--- src/design/epi_defs.svh ---
// Constants and register map for the external pin interrupt block
`ifndef EPI_DEFS_SVH
`define EPI_DEFS_SVH

`define EPI_NCH          4
`define EPI_OFS_SENSE    12'h000
`define EPI_OFS_ENABLE   12'h004
`define EPI_OFS_FLAGS    12'h008
`define EPI_OFS_CORE     12'h00c
`define EPI_OFS_STATUS   12'h010
`define EPI_SENSE_RST    8'h00
`define EPI_ENABLE_RST   4'h0
`define EPI_FLAGS_RST    4'h0
`define EPI_SENSE_LOW    2'h0
`define EPI_SENSE_CHANGE 2'h1
`define EPI_SENSE_FALL   2'h2
`define EPI_SENSE_RISE   2'h3
`define EPI_GIE_BIT      0
`define EPI_STARTUP_DEF  16'h0040

`endif

--- src/design/epi_pkg.sv ---
// Types shared by the external pin interrupt block
package epi_pkg;
  typedef logic [1:0] epi_sense_t;
  typedef enum logic [1:0] {
    EPI_WAKE_IDLE,
    EPI_WAKE_SAMPLE,
    EPI_WAKE_STARTUP
  } epi_wake_state_t;
endpackage

--- src/design/epi_sync.sv ---
// Two-stage synchroniser with edge memory for the interrupt pins
`timescale 1ns/1ps
`include "epi_defs.svh"
module epi_sync
  import epi_pkg::*;
(
  input  wire logic                  clk_sys_i,
  input  wire logic                  rstn_i,
  input  wire logic                  ce_i,
  input  wire logic [`EPI_NCH-1:0]   pin_i,
  output logic      [`EPI_NCH-1:0]   cur_o,
  output logic      [`EPI_NCH-1:0]   prev_o
);

  logic [`EPI_NCH-1:0] meta_q;
  logic [`EPI_NCH-1:0] meta_d;
  logic [`EPI_NCH-1:0] cur_q;
  logic [`EPI_NCH-1:0] cur_d;
  logic [`EPI_NCH-1:0] prev_q;
  logic [`EPI_NCH-1:0] prev_d;

  // ------------------------------------------------------------
  // Sampling chain
  // ------------------------------------------------------------
  // Pins idle high after reset so no false fall is seen
  always_comb begin
    meta_d = ce_i ? pin_i  : meta_q;
    cur_d  = ce_i ? meta_q : cur_q;
    prev_d = ce_i ? cur_q  : prev_q;
  end

  always_ff @(posedge clk_sys_i) begin
    if (!rstn_i) begin
      meta_q <= '1;
      cur_q  <= '1;
      prev_q <= '1;
    end else begin
      meta_q <= meta_d;
      cur_q  <= cur_d;
      prev_q <= prev_d;
    end
  end

  assign cur_o  = cur_q;
  assign prev_o = prev_q;
endmodule

--- src/design/epi_wake.sv ---
// Power-down level wake-up sampler on the watchdog tick
`timescale 1ns/1ps
module epi_wake
  import epi_pkg::*;
(
  input  wire logic        clk_sys_i,
  input  wire logic        rstn_i,
  input  wire logic        ce_i,
  input  wire logic        power_down_i,
  input  wire logic        wdt_tick_i,
  input  wire logic        level_req_i,
  input  wire logic [15:0] startup_cycles_i,
  output logic             wake_o,
  output logic             level_irq_ok_o
);
`include "epi_defs.svh"

  epi_wake_state_t state_q;
  epi_wake_state_t state_d;
  logic [15:0]     cnt_q;
  logic [15:0]     cnt_d;
  logic            wake_q;
  logic            wake_d;
  logic            ok_q;
  logic            ok_d;

  // ------------------------------------------------------------
  // Wake sequence
  // ------------------------------------------------------------
  always_comb begin
    state_d = state_q;
    cnt_d   = cnt_q;
    wake_d  = 1'b0;
    ok_d    = ok_q;
    case (state_q)
      EPI_WAKE_IDLE: begin
        ok_d = 1'b1;
        if (power_down_i && level_req_i && wdt_tick_i) begin
          state_d = EPI_WAKE_SAMPLE;
        end
      end
      EPI_WAKE_SAMPLE: begin
        if (!level_req_i) begin
          state_d = EPI_WAKE_IDLE;
        end else if (wdt_tick_i) begin
          // Second sample seen: wake is now committed
          state_d = EPI_WAKE_STARTUP;
          cnt_d   = startup_cycles_i;
          wake_d  = 1'b1;
        end
      end
      EPI_WAKE_STARTUP: begin
        if (!level_req_i) begin
          ok_d = 1'b0;
        end
        if (cnt_q == 16'h0000) begin
          state_d = EPI_WAKE_IDLE;
        end else begin
          cnt_d = cnt_q - 16'h0001;
        end
      end
      default: state_d = EPI_WAKE_IDLE;
    endcase
  end

  always_ff @(posedge clk_sys_i) begin
    if (!rstn_i) begin
      state_q <= EPI_WAKE_IDLE;
      cnt_q   <= 16'h0000;
      wake_q  <= 1'b0;
      ok_q    <= 1'b1;
    end else if (ce_i) begin
      state_q <= state_d;
      cnt_q   <= cnt_d;
      wake_q  <= wake_d;
      ok_q    <= ok_d;
    end
  end

  assign wake_o         = wake_q;
  assign level_irq_ok_o = ok_q && (state_q != EPI_WAKE_STARTUP);
endmodule

--- src/design/epi_top.sv ---
// External pin interrupt controller with AHB-Lite register slave
`timescale 1ns/1ps
`include "epi_defs.svh"
module epi_top
  import epi_pkg::*;
(
  input  wire logic                clk_sys_i,
  input  wire logic                rstn_i,
  input  wire logic                ce_i,
  input  wire logic                hsel_i,
  input  wire logic [31:0]         haddr_i,
  input  wire logic [1:0]          htrans_i,
  input  wire logic                hwrite_i,
  input  wire logic [2:0]          hsize_i,
  input  wire logic [31:0]         hwdata_i,
  input  wire logic                hready_i,
  output logic      [31:0]         hrdata_o,
  output logic                     hreadyout_o,
  output logic                     hresp_o,
  input  wire logic [`EPI_NCH-1:0] ext_irq_pins_i,
  input  wire logic                io_clk_run_i,
  input  wire logic                power_down_i,
  input  wire logic                wdt_tick_i,
  input  wire logic [`EPI_NCH-1:0] irq_ack_i,
  output logic      [`EPI_NCH-1:0] irq_req_o,
  output logic                     wake_o
);

  logic [`EPI_NCH-1:0] pin_cur;
  logic [`EPI_NCH-1:0] pin_prev;
  logic [`EPI_NCH-1:0] trig;
  logic [`EPI_NCH-1:0] lvl;
  logic                lvl_any;
  logic                lvl_ok;
  logic                wake_lvl;

  logic [7:0]          sense_q;
  logic [7:0]          sense_d;
  logic [`EPI_NCH-1:0] enable_q;
  logic [`EPI_NCH-1:0] enable_d;
  logic [`EPI_NCH-1:0] flags_q;
  logic [`EPI_NCH-1:0] flags_d;
  logic                gie_q;
  logic                gie_d;
  logic [15:0]         startup_q;
  logic [15:0]         startup_d;

  logic                wr_pend_q;
  logic                wr_pend_d;
  logic [11:0]         wr_addr_q;
  logic [11:0]         wr_addr_d;
  logic [31:0]         rdata_q;
  logic [31:0]         rdata_d;

  logic                addr_phase;
  logic [31:0]         rd_word;

  // ------------------------------------------------------------
  // Pin sampling and wake-up
  // ------------------------------------------------------------
  // Pins are sampled whether the pad is an input or an output
  epi_sync u_sync (
    .clk_sys_i (clk_sys_i),
    .rstn_i    (rstn_i),
    .ce_i      (ce_i),
    .pin_i     (ext_irq_pins_i),
    .cur_o     (pin_cur),
    .prev_o    (pin_prev)
  );

  epi_wake u_wake (
    .clk_sys_i        (clk_sys_i),
    .rstn_i           (rstn_i),
    .ce_i             (ce_i),
    .power_down_i     (power_down_i),
    .wdt_tick_i       (wdt_tick_i),
    .level_req_i      (lvl_any),
    .startup_cycles_i (startup_q),
    .wake_o           (wake_lvl),
    .level_irq_ok_o   (lvl_ok)
  );

  // ------------------------------------------------------------
  // Sense decode
  // ------------------------------------------------------------
  function automatic logic sense_hit(input epi_sense_t s, input logic cur,
                                     input logic prev);
    logic hit;
    hit = 1'b0;
    case (s)
      `EPI_SENSE_LOW:    hit = !cur;
      `EPI_SENSE_CHANGE: hit = cur ^ prev;
      `EPI_SENSE_FALL:   hit = prev && !cur;
      `EPI_SENSE_RISE:   hit = !prev && cur;
      default:           hit = 1'b0;
    endcase
    return hit;
  endfunction

  for (genvar n = 0; n < `EPI_NCH; n++) begin : g_ch
    logic is_lvl;
    logic hit;
    assign is_lvl = (sense_q[2*n +: 2] == `EPI_SENSE_LOW);
    assign hit    = sense_hit(sense_q[2*n +: 2], pin_cur[n], pin_prev[n]);
    // Edges only while the I/O clock runs
    assign trig[n] = !is_lvl && hit && io_clk_run_i;
    assign lvl[n]  = is_lvl && hit;
  end

  assign lvl_any = |(lvl & enable_q);

  // ------------------------------------------------------------
  // Register write and flag state
  // ------------------------------------------------------------
  always_comb begin
    sense_d   = sense_q;
    enable_d  = enable_q;
    gie_d     = gie_q;
    startup_d = startup_q;
    flags_d   = flags_q;
    if (wr_pend_q) begin
      case (wr_addr_q)
        `EPI_OFS_SENSE:  sense_d = hwdata_i[7:0];
        `EPI_OFS_ENABLE: enable_d = hwdata_i[`EPI_NCH-1:0];
        `EPI_OFS_FLAGS:  flags_d = flags_q & ~hwdata_i[`EPI_NCH-1:0];
        `EPI_OFS_CORE: begin
          gie_d     = hwdata_i[`EPI_GIE_BIT];
          startup_d = hwdata_i[31:16];
        end
        default: ;
      endcase
    end
    // Acknowledge clears the serviced flag
    flags_d = flags_d & ~irq_ack_i;
    // Set wins over write and ack clears in the same cycle; a level sense setting still clears it
    flags_d = flags_d | trig;
    for (int n = 0; n < `EPI_NCH; n++) begin
      if (sense_d[2*n +: 2] == `EPI_SENSE_LOW) begin
        flags_d[n] = 1'b0;
      end
    end
  end

  always_ff @(posedge clk_sys_i) begin
    if (!rstn_i) begin
      sense_q   <= `EPI_SENSE_RST;
      enable_q  <= `EPI_ENABLE_RST;
      flags_q   <= `EPI_FLAGS_RST;
      gie_q     <= 1'b0;
      startup_q <= `EPI_STARTUP_DEF;
    end else if (ce_i) begin
      sense_q   <= sense_d;
      enable_q  <= enable_d;
      flags_q   <= flags_d;
      gie_q     <= gie_d;
      startup_q <= startup_d;
    end
  end

  // ------------------------------------------------------------
  // Requests to the core
  // ------------------------------------------------------------
  // Level requests are suppressed during start-up, and for one cycle after it when the level vanished during start-up
  assign irq_req_o = gie_q ? (enable_q & (flags_q | (lvl & {`EPI_NCH{lvl_ok}})))
                           : '0;
  assign wake_o    = wake_lvl;

  // ------------------------------------------------------------
  // AHB-Lite slave
  // ------------------------------------------------------------
  assign addr_phase = hsel_i && hready_i && htrans_i[1];

  always_comb begin
    rd_word = 32'h0000_0000;
    case (haddr_i[11:0])
      `EPI_OFS_SENSE:  rd_word[7:0] = sense_q;
      `EPI_OFS_ENABLE: rd_word[`EPI_NCH-1:0] = enable_q;
      `EPI_OFS_FLAGS:  rd_word[`EPI_NCH-1:0] = flags_q;
      `EPI_OFS_CORE: begin
        rd_word[`EPI_GIE_BIT] = gie_q;
        rd_word[31:16]        = startup_q;
      end
      `EPI_OFS_STATUS: begin
        rd_word[`EPI_NCH-1:0] = pin_cur;
        rd_word[8]            = lvl_ok;
      end
      default: rd_word = 32'h0000_0000;
    endcase
    wr_pend_d = addr_phase && hwrite_i;
    wr_addr_d = addr_phase ? haddr_i[11:0] : wr_addr_q;
    rdata_d   = (addr_phase && !hwrite_i) ? rd_word : rdata_q;
  end

  always_ff @(posedge clk_sys_i) begin
    if (!rstn_i) begin
      wr_pend_q <= 1'b0;
      wr_addr_q <= 12'h000;
      rdata_q   <= 32'h0000_0000;
    end else if (ce_i) begin
      wr_pend_q <= wr_pend_d;
      wr_addr_q <= wr_addr_d;
      rdata_q   <= rdata_d;
    end
  end

  // Zero wait states; unmapped words read zero, writes dropped
  assign hrdata_o    = rdata_q;
  assign hreadyout_o = 1'b1;
  assign hresp_o     = 1'b0;
endmodule

--- config.mk ---
export PLATFORM = sky130hd
export DESIGN_NAME = epi_top
export DESIGN_NICKNAME = d
export VERILOG_FILES = /design/src/design/epi_pkg.sv /design/src/design/epi_sync.sv /design/src/design/epi_wake.sv /design/src/design/epi_top.sv
export VERILOG_INCLUDE_DIRS = /design/src /design/src/design
export SDC_FILE = /design/constraint.sdc
export NUM_CORES = 1
export LEC_CHECK = 0
export BUFFER_PORTS_ARGS = -buffer_cell sky130_fd_sc_hd__buf_2
export CORE_ASPECT_RATIO = 0.75
export CORE_MARGIN = 10
export CORE_UTILIZATION = 53
export CTS_BUF_LIST = sky130_fd_sc_hd__clkbuf_2 sky130_fd_sc_hd__clkbuf_4 sky130_fd_sc_hd__clkbuf_8
export DETAILED_ROUTE_END_ITERATION = 16
export GPL_ROUTABILITY_DRIVEN = 0
export HOLD_SLACK_MARGIN = 0.1
export PLACE_DENSITY_LB_ADDON = 0.2
export SETUP_SLACK_MARGIN = 0.2
export SYNTH_ARGS = -nofsm -noshare
export SYNTH_HDL_FRONTEND = slang
export SYNTH_SLANG_ARGS = --single-unit
--- constraint.sdc ---
create_clock -name clk_sys_i -period 4.2 [get_ports clk_sys_i]
set_input_delay 0.42 -clock clk_sys_i [delete_from_list [all_inputs] [get_ports clk_sys_i]]
set_output_delay 0.42 -clock clk_sys_i [all_outputs]
set_load 0.01 [all_outputs]
==> metrics.txt, run 1 <==
outcome completed; global-route wire length before repair 24000 um; worst skew pair latency between 0.3 and 0.4 ns; RSZ-0062 raised after global routing no; max cap viols 0; Crit Path Category reg -> reg; Max Clk Rate 378 MHz; Post-Route Skew 0.0129 ns; crit path time final 2.64 ns; clk buf depth 2; CTS Buf Count 9; vias in the first global route 4628; via count 4864; H-tree Lvls 3; WP data arrival 2.97 ns; Cell Area, Placed 5490 um2; WL met2 6230 um; Leak roughly 2.1 nW; cell area after synthesis 5120 um2; placed wire-length estimate roughly 11000 um; row count 30; Async S/R FF share, synth 0%; final core utilization between 60% and 70%; Synth Instances 627; Final ANT Viol Nets 0; leading area contributor after synthesis dfxtp_1; family with the most delay on the worst path compound AO/OA/AOI/OAI gates; peak supply drop 218 uV; CTS Hold Bufs 0; post-cts sizing count 0; Post-Route WL 14800 um; Synth top area share about two fifths; Seq/Total Area, Yosys 40.3%; # diodes 0; number of synthesized register bits 103; pwr dens between 300 and 400 nW/um2; Sum Neg Setup Slack 0 ns; Power Internal 1.27 mW; logic gate share of total power 6.8%; Die ar. around 14000 um2; synth unique cells 66; dominant synthesized flop cell dfxtp_1; Slew @ Worst Pin 1.05 ns; Ys Warns 0; largest cells by area after synthesis dfxtp_1 40%, nand2_1 9.7%, a21oi_1 7.0%, a22oi_1 3.4%, nor2_1 3.0%; CP max-delay cell a2111oi_0; area added between synthesis and finish 11.2%; met1 WL 6850 um; Final setup viols 0; top-count cell post-synth nand2_1; Design Area, Final 5690 um2; DRT Pass-1 Iters 5; wire per inst 18.1 um; DRC 0; CP Capture Type flop; Psw 474 uW; layout cell share with drive strength beyond 1 20.0%; Final nets 780; # port buffers slightly above 80; worst min path class in -> reg; Final period util 62.9%; Core ar. 9230 um2; Critical Path RT 4.53 ns; most common library cells after synthesis 132 x nand2_1, 103 x dfxtp_1, 72 x a21oi_1, 41 x nor2_1, 29 x clkbuf_1; setup bufs post-CTS 0; drt initial violations 465; Clk pwr share 35.8%; Sink Count 103; Avg Vias per Cell 5.95; Ports 125; met3 routed WL 1550 um; Final Slew Violations 0; part of the power in registers 57.4%; Clock Root Buffer clkbuf_8; critical path startpoint category flop; CP bufs+invs 1; GRT overflow 0; antenna violations before repair 1; fill cell total of the finished layout 847; final setup margin 1.56 ns; Die H 105 um; pin count of the biggest net entering global routing 42; Max Used Layer met5; Hold Fails Final Rpt 0; Die W 133 um; GRT Resource Usage Total 20.5%; Syn Area/Cell 8.16 um2; EDFF count, synth 0; cell-by-cell trace of the critical path nor4b_1, a2111oi_0, or3_1, buf_4, and2_4, o221a_1; Slew HR between 20% and 30%; switching share of total power 27.3%; Reg clk slew, reported paths around 0.10 ns; initial core utilization 55.4%; critical path's largest stage delay 0.90 ns; CTS tree built; Critical Path Fanout Max 22; dpl ws 1.59 ns
==> stage by stage <==
stage	instances	hold slack, ns	total power [mW]
floorplan	634	0.431	1.09
global placement	802	0.440	1.13
detailed placement	802	0.446	1.14
CTS	818	0.242	1.75
global route	818	0.259	1.80
finish	818	0.254	1.74
==> power by group through the flow <==
| stage | registers [mW] | clock network [mW] | logic [mW] |
|---|---|---|---|
| 2_1_floorplan | 1.02 | 0 | 0.0729 |
| 3_3_place_gp | 1.02 | 0 | 0.112 |
| 3_5_place_dp | 1.02 | 0 | 0.116 |
| 4_1_cts | 0.998 | 0.639 | 0.117 |
| 5_1_grt | 1.00 | 0.669 | 0.130 |
| 6_report | 0.998 | 0.623 | 0.118 |
==> cell usage in the layout (no fill, tap or decap), types with 5 or more instances in the layout <==
cell and n:
ha_1 9, nor3b_1 5, nand2b_1 13, or3_1 5, dfxtp_1 103, mux2i_1 10, a21oi_1 72, o41ai_1 5
conb_1 9, buf_4 7, o21ai_0 11, a31oi_1 9, o211ai_1 8, nor3_1 15, inv_1 16, nor2_1 41
nand3_1 18, clkbuf_8 9, buf_2 83, a22oi_1 23, nand2_1 132
==> logic make-up (layout without fill, tap and decap cells) <==
family                   after synthesis  count (layout)  share of synthesized area, %
AND/OR/NAND/NOR                      267             267                          26.1
AO/OA/AOI/OAI                        163             163                          21.5
flip-flops                           103             103                          40.3
buffers and inverters                 68             124                          6.77
multiplexers                          14              14                          2.84
adder cells (fa/ha/maj)                9               9                          2.20
other                                  2               9                         0.147
XOR/XNOR                               1               1                         0.171
==> area by class of cell <==
type                            count  area [um2]  area share (%)
Tap cell                          128         160            2.82
Clock buffer                        9         124            2.18
Timing Repair Buffer               90         468            8.23
Sequential cell                   103        2060            36.2
Clock inverter                      7        72.6            1.28
Inverter                           18        67.6            1.19
Multi-Input combinational cell    463        2740            48.1
==> layer usage <==
layer,vias up,track usage [%]
li1,2321,-
met2,234,28.7
met1,2287,29.4
met4,2,5.81
met3,20,6.12
met5,-,0
==> flip-flops by register name (all words and copies together), names as in the netlist, 2 cells and up <==
| register | cells |
|---|---|
| u_sync.cur_o | 4 |
| wr_addr_q | 12 |
| flags_q | 4 |
| u_wake.state_q | 2 |
| enable_q | 4 |
| sense_q | 8 |
| u_sync.prev_o | 4 |
| hrdata_o | 25 |
| u_wake.cnt_q | 16 |
| u_sync.meta_q | 4 |
| startup_q | 16 |
==> path summary, 6_finish.rpt <==
check / from / endpoint / cells past startpoint / slack, ns
max: sense_q[4] / u_wake.cnt_q[0] / 6 / 1.56
min: ext_irq_pins_i[3] / u_sync.meta_q[3] / 3 / 0.25
max reg2reg: sense_q[4] / u_wake.cnt_q[0] / 6 / 1.56
min reg2reg: wr_addr_q[0] / wr_addr_q[0] / 2 / 0.46
==> worst reg2reg max path: stages (launching register included) <==
cell and delay [ns]:
dfxtp_1 0.49, nor4b_1 0.14, a2111oi_0 0.90, or3_1 0.21
buf_4 0.27, and2_4 0.36, o221a_1 0.22
Power figures use the tool's default switching activity.
==> run 2, diff against run 1 <==
Settings changed: ABC_AREA set to 1.
Clock period 4.2 ns to 2.7 ns, I/O delays scaled along.
==> run 2 against run 1 <==
Final cell count increased by 21%. First-iteration DRC count increased by 15%. Highest routed layer is now met4. Clock-buffer cell count increased by 3. Area after synthesis grew 4.3%. Worst hold slack worse by 0.14 ns.
==> metrics.txt, run 2 <==
CP startpoint u_wake.state_q[0]; Synth top area share 38.6%; Multi-input gate area 2770 um2; global-route wire length before repair 23400 um; RSZ-0062 raised after global routing no; pin count of the biggest net entering global routing 77; layout cell share with drive strength beyond 1 15.6%; DRT Pass-1 Iters 5; Critical Path Fanout Max 5; Avg Vias per Cell 5.37; FF-to-FF path depth 10; CP Capture Type output port; row count 31; part of the power in registers 56.3%; peak supply drop approximately 260 uV; Power Internal 2.08 mW; Critical Path RT between 2 and 2.5 ns; area added between synthesis and finish 12.1%; placed wire-length estimate ~11000 um; largest cells by area after synthesis dfxtp_1 39%, nand2_1 11%, a21oi_1 8.0%, o21ai_0 7.8%, nor2_1 7.2%; Syn Area/Cell approximately 6.8 um2; Final nets between 900 and 1000; most frequent cells in the layout 160 x nand2_1, 103 x dfxtp_1, 101 x nor2_1; Core ar. between 9000 and 10000 um2; CTS tree built; Die W 136 um; Clock Root Buffer clkbuf_8; worst min path class in -> reg; top-count cell post-synth nand2_1; Synth Instances roughly 800; Largest register FFs 25; most common cell after layout, fill and taps aside nand2_1; Slew HR between 50% and 60%; # diodes 0; # port buffers between 80 and 90; Clk pwr share 35.4%; CTS Buf Count 9; vias in the first global route 4834; Die H about 110 um; Post-Route Skew 0.0110 ns; Sink Count a little over 100; sequential cell area 2060 um2; Ports 125; family with the most delay on the worst path simple AND/OR/NAND/NOR gates; clk buf depth 2; logic gate share of total power around 8.3%; Post-Route WL 14400 um; max cap viols 0; switching share of total power 25.1%; synth unique cells 32; H-tree Lvls 3; cell count after placement between 900 and 1000; crit path time final 2.12 ns; Cell Area, Placed 5770 um2; outcome completed; post-cts sizing count 0; Final period util 78.6%; Hold Fails Final Rpt 0; Leak 2.75 nW; critical path endpoint irq_req_o[0]; met1 WL 6930 um; Max Clk Rate 471 MHz; critical path's largest stage delay between 0.4 and 0.5 ns; cell-by-cell trace of the critical path nor2_2, nor2_1, a31oi_1, nor3_1, buf_2; WL met2 6260 um; Psw 699 uW; Async S/R FF share, synth 0%; Die ar. 14500 um2; CP bufs+invs 1; Final Slew Violations 0; Worst R2R End u_wake.state_q[1]; DRC 0; worst skew pair latency 0.37 ns; initial core utilization approximately 55%; Sum Neg Setup Slack 0 ns; drt initial violations 533; Max Used Layer met4; pwr dens 465 nW/um2; antenna violations before repair 0; Design Area, Final 5980 um2; dominant synthesized flop cell dfxtp_1; Final ANT Viol Nets 0; leading area contributor after synthesis dfxtp_1; cell area after synthesis between 5000 and 6000 um2; R2R setup slack 0.93 ns; critical path startpoint category flop; number of synthesized register bits 103; fill cell total of the finished layout about 940; GRT Resource Usage Total 19.4%; Crit Path Category reg -> out; WP data arrival 1.85 ns; met3 routed WL a little under 1000 um; FF-to-FF Start u_wake.cnt_q[0]; GRT overflow 0; EDFF count, synth 0; wire per inst 14.5 um; Ys Warns 0; most common library cells after synthesis 160 x nand2_1, 103 x dfxtp_1, 102 x nor2_1, 85 x a21oi_1, 83 x o21ai_0; via count 5324; critical path depth 5; Post-Layout Cell Count 992; Final setup viols 0; Reg clk slew, reported paths 0.09 ns; Seq/Total Area, Yosys 38.6%; Slew @ Worst Pin 0.695 ns; Power Total approximately 2.8 mW; CP max-delay cell dfxtp_1
[run 2: changes by cell type after synthesis, moves of 10 or more]
cell	delta
inv_1	+59
a22oi_1	-23
nor2_1	+61
mux2i_1	-10
nand4_1	+11
clkbuf_1	-13
nand3_1	+41
o21ai_0	+72
nand2_1	+28
a21oi_1	+13
nand2b_1	-13
[run 2: kinds of logic after synthesis]
group / after synthesis / synth area share [%]
flops: 103 / 38.6
fa+ha+maj: 9 / 2.11
simple gates: 373 / 32.0
buf+inv: 123 / 10.1
other cells: 2 / 0.141
compound gates: 176 / 16.9
xor+xnor: 1 / 0.164
[run 2: routing by layer]
| metal | track usage, % | vias to the layer above |
|---|---|---|
| li1 | - | 2692 |
| met5 | 0 | - |
| met1 | 26.2 | 2447 |
| met2 | 29.9 | 164 |
| met3 | 5.18 | 21 |
| met4 | 5.24 | 0 |
[run 2: power by group through the flow]
stage | clock network, mW | logic, mW | registers [mW]
after floorplan | 0 | 0.143 | 1.60
after global placement | 0 | 0.219 | 1.60
after detailed placement | 0 | 0.225 | 1.60
after CTS | 0.997 | 0.228 | 1.56
after global routing | 1.05 | 0.257 | 1.57
final | 0.985 | 0.230 | 1.56
[run 2: layout make-up]
type / count / area share [%]
sequential: 103 / 34.5
timing repair buffer: 92 / 8.16
clock buffer: 12 / 2.45
inverter: 82 / 5.15
clock inverter: 3 / 0.753
tap: 132 / 2.76
multi-input combinational: 568 / 46.2
[run 2: metrics by stage]
step | util (%) | hold WS [ns] | setup slack [ns]
after CTS | 61.4 | 0.104 | 0.570
final | 61.4 | 0.113 | 0.578
after global routing | 61.4 | 0.132 | 0.488
after floorplan | - | 0.396 | 1.19
after global placement | 59.2 | 0.442 | 0.796
after detailed placement | 59.2 | 0.451 | 0.758
[run 2: timing repair]
| action | in CTS | in global routing |
|---|---|---|
| buffers inserted | 0 | 0 |
| hold endpoints to repair | 2 | 0 |
| hold buffers | 2 | 0 |
[run 2: worst min path at each step]
stage	startpoint	endpoint	slack (ns)	depth (start not counted)
after floorplan	ext_irq_pins_i[0]	u_sync.meta_q[0]	0.40	2
after global placement	u_sync.meta_q[2]	u_sync.meta_q[2]	0.44	2
after detailed placement	u_sync.meta_q[3]	u_sync.meta_q[3]	0.45	2
after CTS	ext_irq_pins_i[3]	u_sync.meta_q[3]	0.10	3
after global routing	ext_irq_pins_i[3]	u_sync.meta_q[3]	0.13	3
final	ext_irq_pins_i[3]	u_sync.meta_q[3]	0.11	3
[run 2: worst reg2reg max path, cell delays in order (launching register included)]
cell     delay, ns
dfxtp_1       0.31
inv_1         0.12
ha_1          0.28
nand2_2       0.14
nor2_4        0.15
nand2_2       0.08
a21oi_1       0.22
nand3_1       0.15
nand2_1       0.09
nand2_1       0.05
nor2_1        0.12
==> run 3, diff against run 2 <==
Settings changed: CORE_UTILIZATION 53 to 51.
Clock period 2.7 ns to 1.9 ns, I/O delays scaled along.
==> run 3 against run 2 <==
Non-clock buffer count up 27. Clock power up 46%. Register-to-register slack worse by 0.64 ns. Worst hold slack about the same. Via count up 4.0%. Routed wire length up 8.8%. Critical path type unchanged.
==> metrics.txt, run 3 (same netlist as run 2, synthesis figures left out) <==
Die W 138 um; DRC 0; DRT Pass-1 Iters 5; most common cell after layout, fill and taps aside nand2_1; Final nets 980; Post-Layout Cell Count 1026; Crit Path Category reg -> out; Avg Vias per Cell ~5.4; Largest register FFs 25; RSZ-0062 raised after global routing yes; row count 32; most frequent cells in the layout 160 x nand2_1, 100 x dfxtp_1, 97 x nor2_1; Sum Neg Setup Slack 0 ns; Cell Area, Placed 5810 um2; drt initial violations 451; cell count after placement 982; via count around 5500; Die H 109 um; pwr dens approximately 640 nW/um2; Multi-input gate area ~2900 um2; clk buf depth 2; Reg clk slew, reported paths 0.10 ns; critical path startpoint category flop; worst min path class in -> reg; Sink Count ~100; Final period util around nine tenths; Final Slew Violations 0; # port buffers 83; H-tree Lvls 3; peak supply drop 358 uV; placed wire-length estimate 11000 um; crit path time final 1.72 ns; Clock Root Buffer clkbuf_8; Ports 125; wire per inst 15.2 um; Leak 2.93 nW; CP Capture Type output port; Slew HR 53.1%; max cap viols 0; initial core utilization ~52%; # diodes 0; layout cell share with drive strength beyond 1 18.7%; GRT overflow 0; WP data arrival 1.53 ns; Max Clk Rate slightly below 600 MHz; Hold Fails Final Rpt 0; Post-Route WL 15600 um; Critical Path RT 1.71 ns; outcome completed; Design Area, Final 6390 um2; vias in the first global route 5181; Slew @ Worst Pin between 0.7 and 0.8 ns; Critical Path Fanout Max 5; antenna violations before repair 0; Final setup viols 0; area added between synthesis and finish 19.7%; fill cell total of the finished layout 963; CTS tree built; global-route wire length before repair about 25000 um; GRT Resource Usage Total 19.6%; sequential cell area 2070 um2; Post-Route Skew 0.00754 ns; Final ANT Viol Nets 0; worst skew pair latency 0.37 ns; Die ar. 15000 um2; pin count of the biggest net entering global routing 77; CTS Buf Count 9; Core ar. ~10000 um2
[run 3: cell count changes in the layout (fill, tap and decap cells not counted), sizes merged]
cell / delta
dlygate4sd3: +16
nand2: +1
buf: +11
clkinvlp: -1
nor2: +1
clkinv: +1
clkbuf: +1
[run 3: critical path, stage by stage (launching register included)]
cell,delay (ns)
dfxtp_2,0.34
inv_2,0.07
nor2_4,0.05
nor2_4,0.20
buf_4,0.14
nand3_1,0.06
a21oi_1,0.14
buf_2,0.16
[run 3: metal layers]
| metal | global-route usage, % | up-vias | wire length (um) | share of wire [%] |
|---|---|---|---|---|
| met5 | 0 | - | 0 | 0 |
| met4 | 6.23 | 0 | 253 | 1.6 |
| met3 | 6.44 | 26 | 1430 | 9.1 |
| met2 | 30.5 | 239 | 6750 | 43 |
| met1 | 25.4 | 2523 | 7180 | 46 |
| li1 | - | 2751 | - | - |
[run 3: through the flow]
step	worst slack (ns)	utilization [%]	power, mW	hold slack (ns)
floorplan	0.391	-	2.47	0.316
global placement	0.261	56.7	2.59	0.406
detailed placement	0.164	56.7	2.60	0.412
CTS	0.188	60.7	4.04	0.104
global route	0.0932	62.3	4.21	0.114
finish	0.181	62.3	4.06	0.113
[run 3: worst paths after layout]
kind | slack [ns] | startpoint | depth (start not counted) | end
worst min-delay path | 0.11 | hwdata_i[16] | 3 | startup_q[0]
worst min register to register | 0.46 | startup_q[11] | 2 | hrdata_o[27]
worst max register to register | 0.29 | u_wake.state_q[0] | 10 | u_wake.cnt_q[5]
worst max-delay path | 0.18 | u_wake.state_q[1] | 7 | irq_req_o[3]
[run 3: layout make-up]
type	count	area share, %
clock buffers	13	2.51
clock inverters	3	0.666
inverters	82	4.82
multi-input cells	570	45.0
flip-flops and latches	103	32.4
well taps	136	2.66
repair buffers	119	11.9
[run 3: repair_timing]
item,in CTS,in global routing
setup endpoints to repair,14,69
setup buffers,0,8
resized for setup,8,20
gates cloned,0,2
endpoints found under the hold margin,18,0
hold buffers,18,0
pin swaps,0,6
[run 3: power by group]
part           internal [mW]  leakage [nW]  switching [mW]
combinational          0.160          1.99           0.238
sequential              2.19         0.837          0.0280
clock                  0.689         0.104           0.756
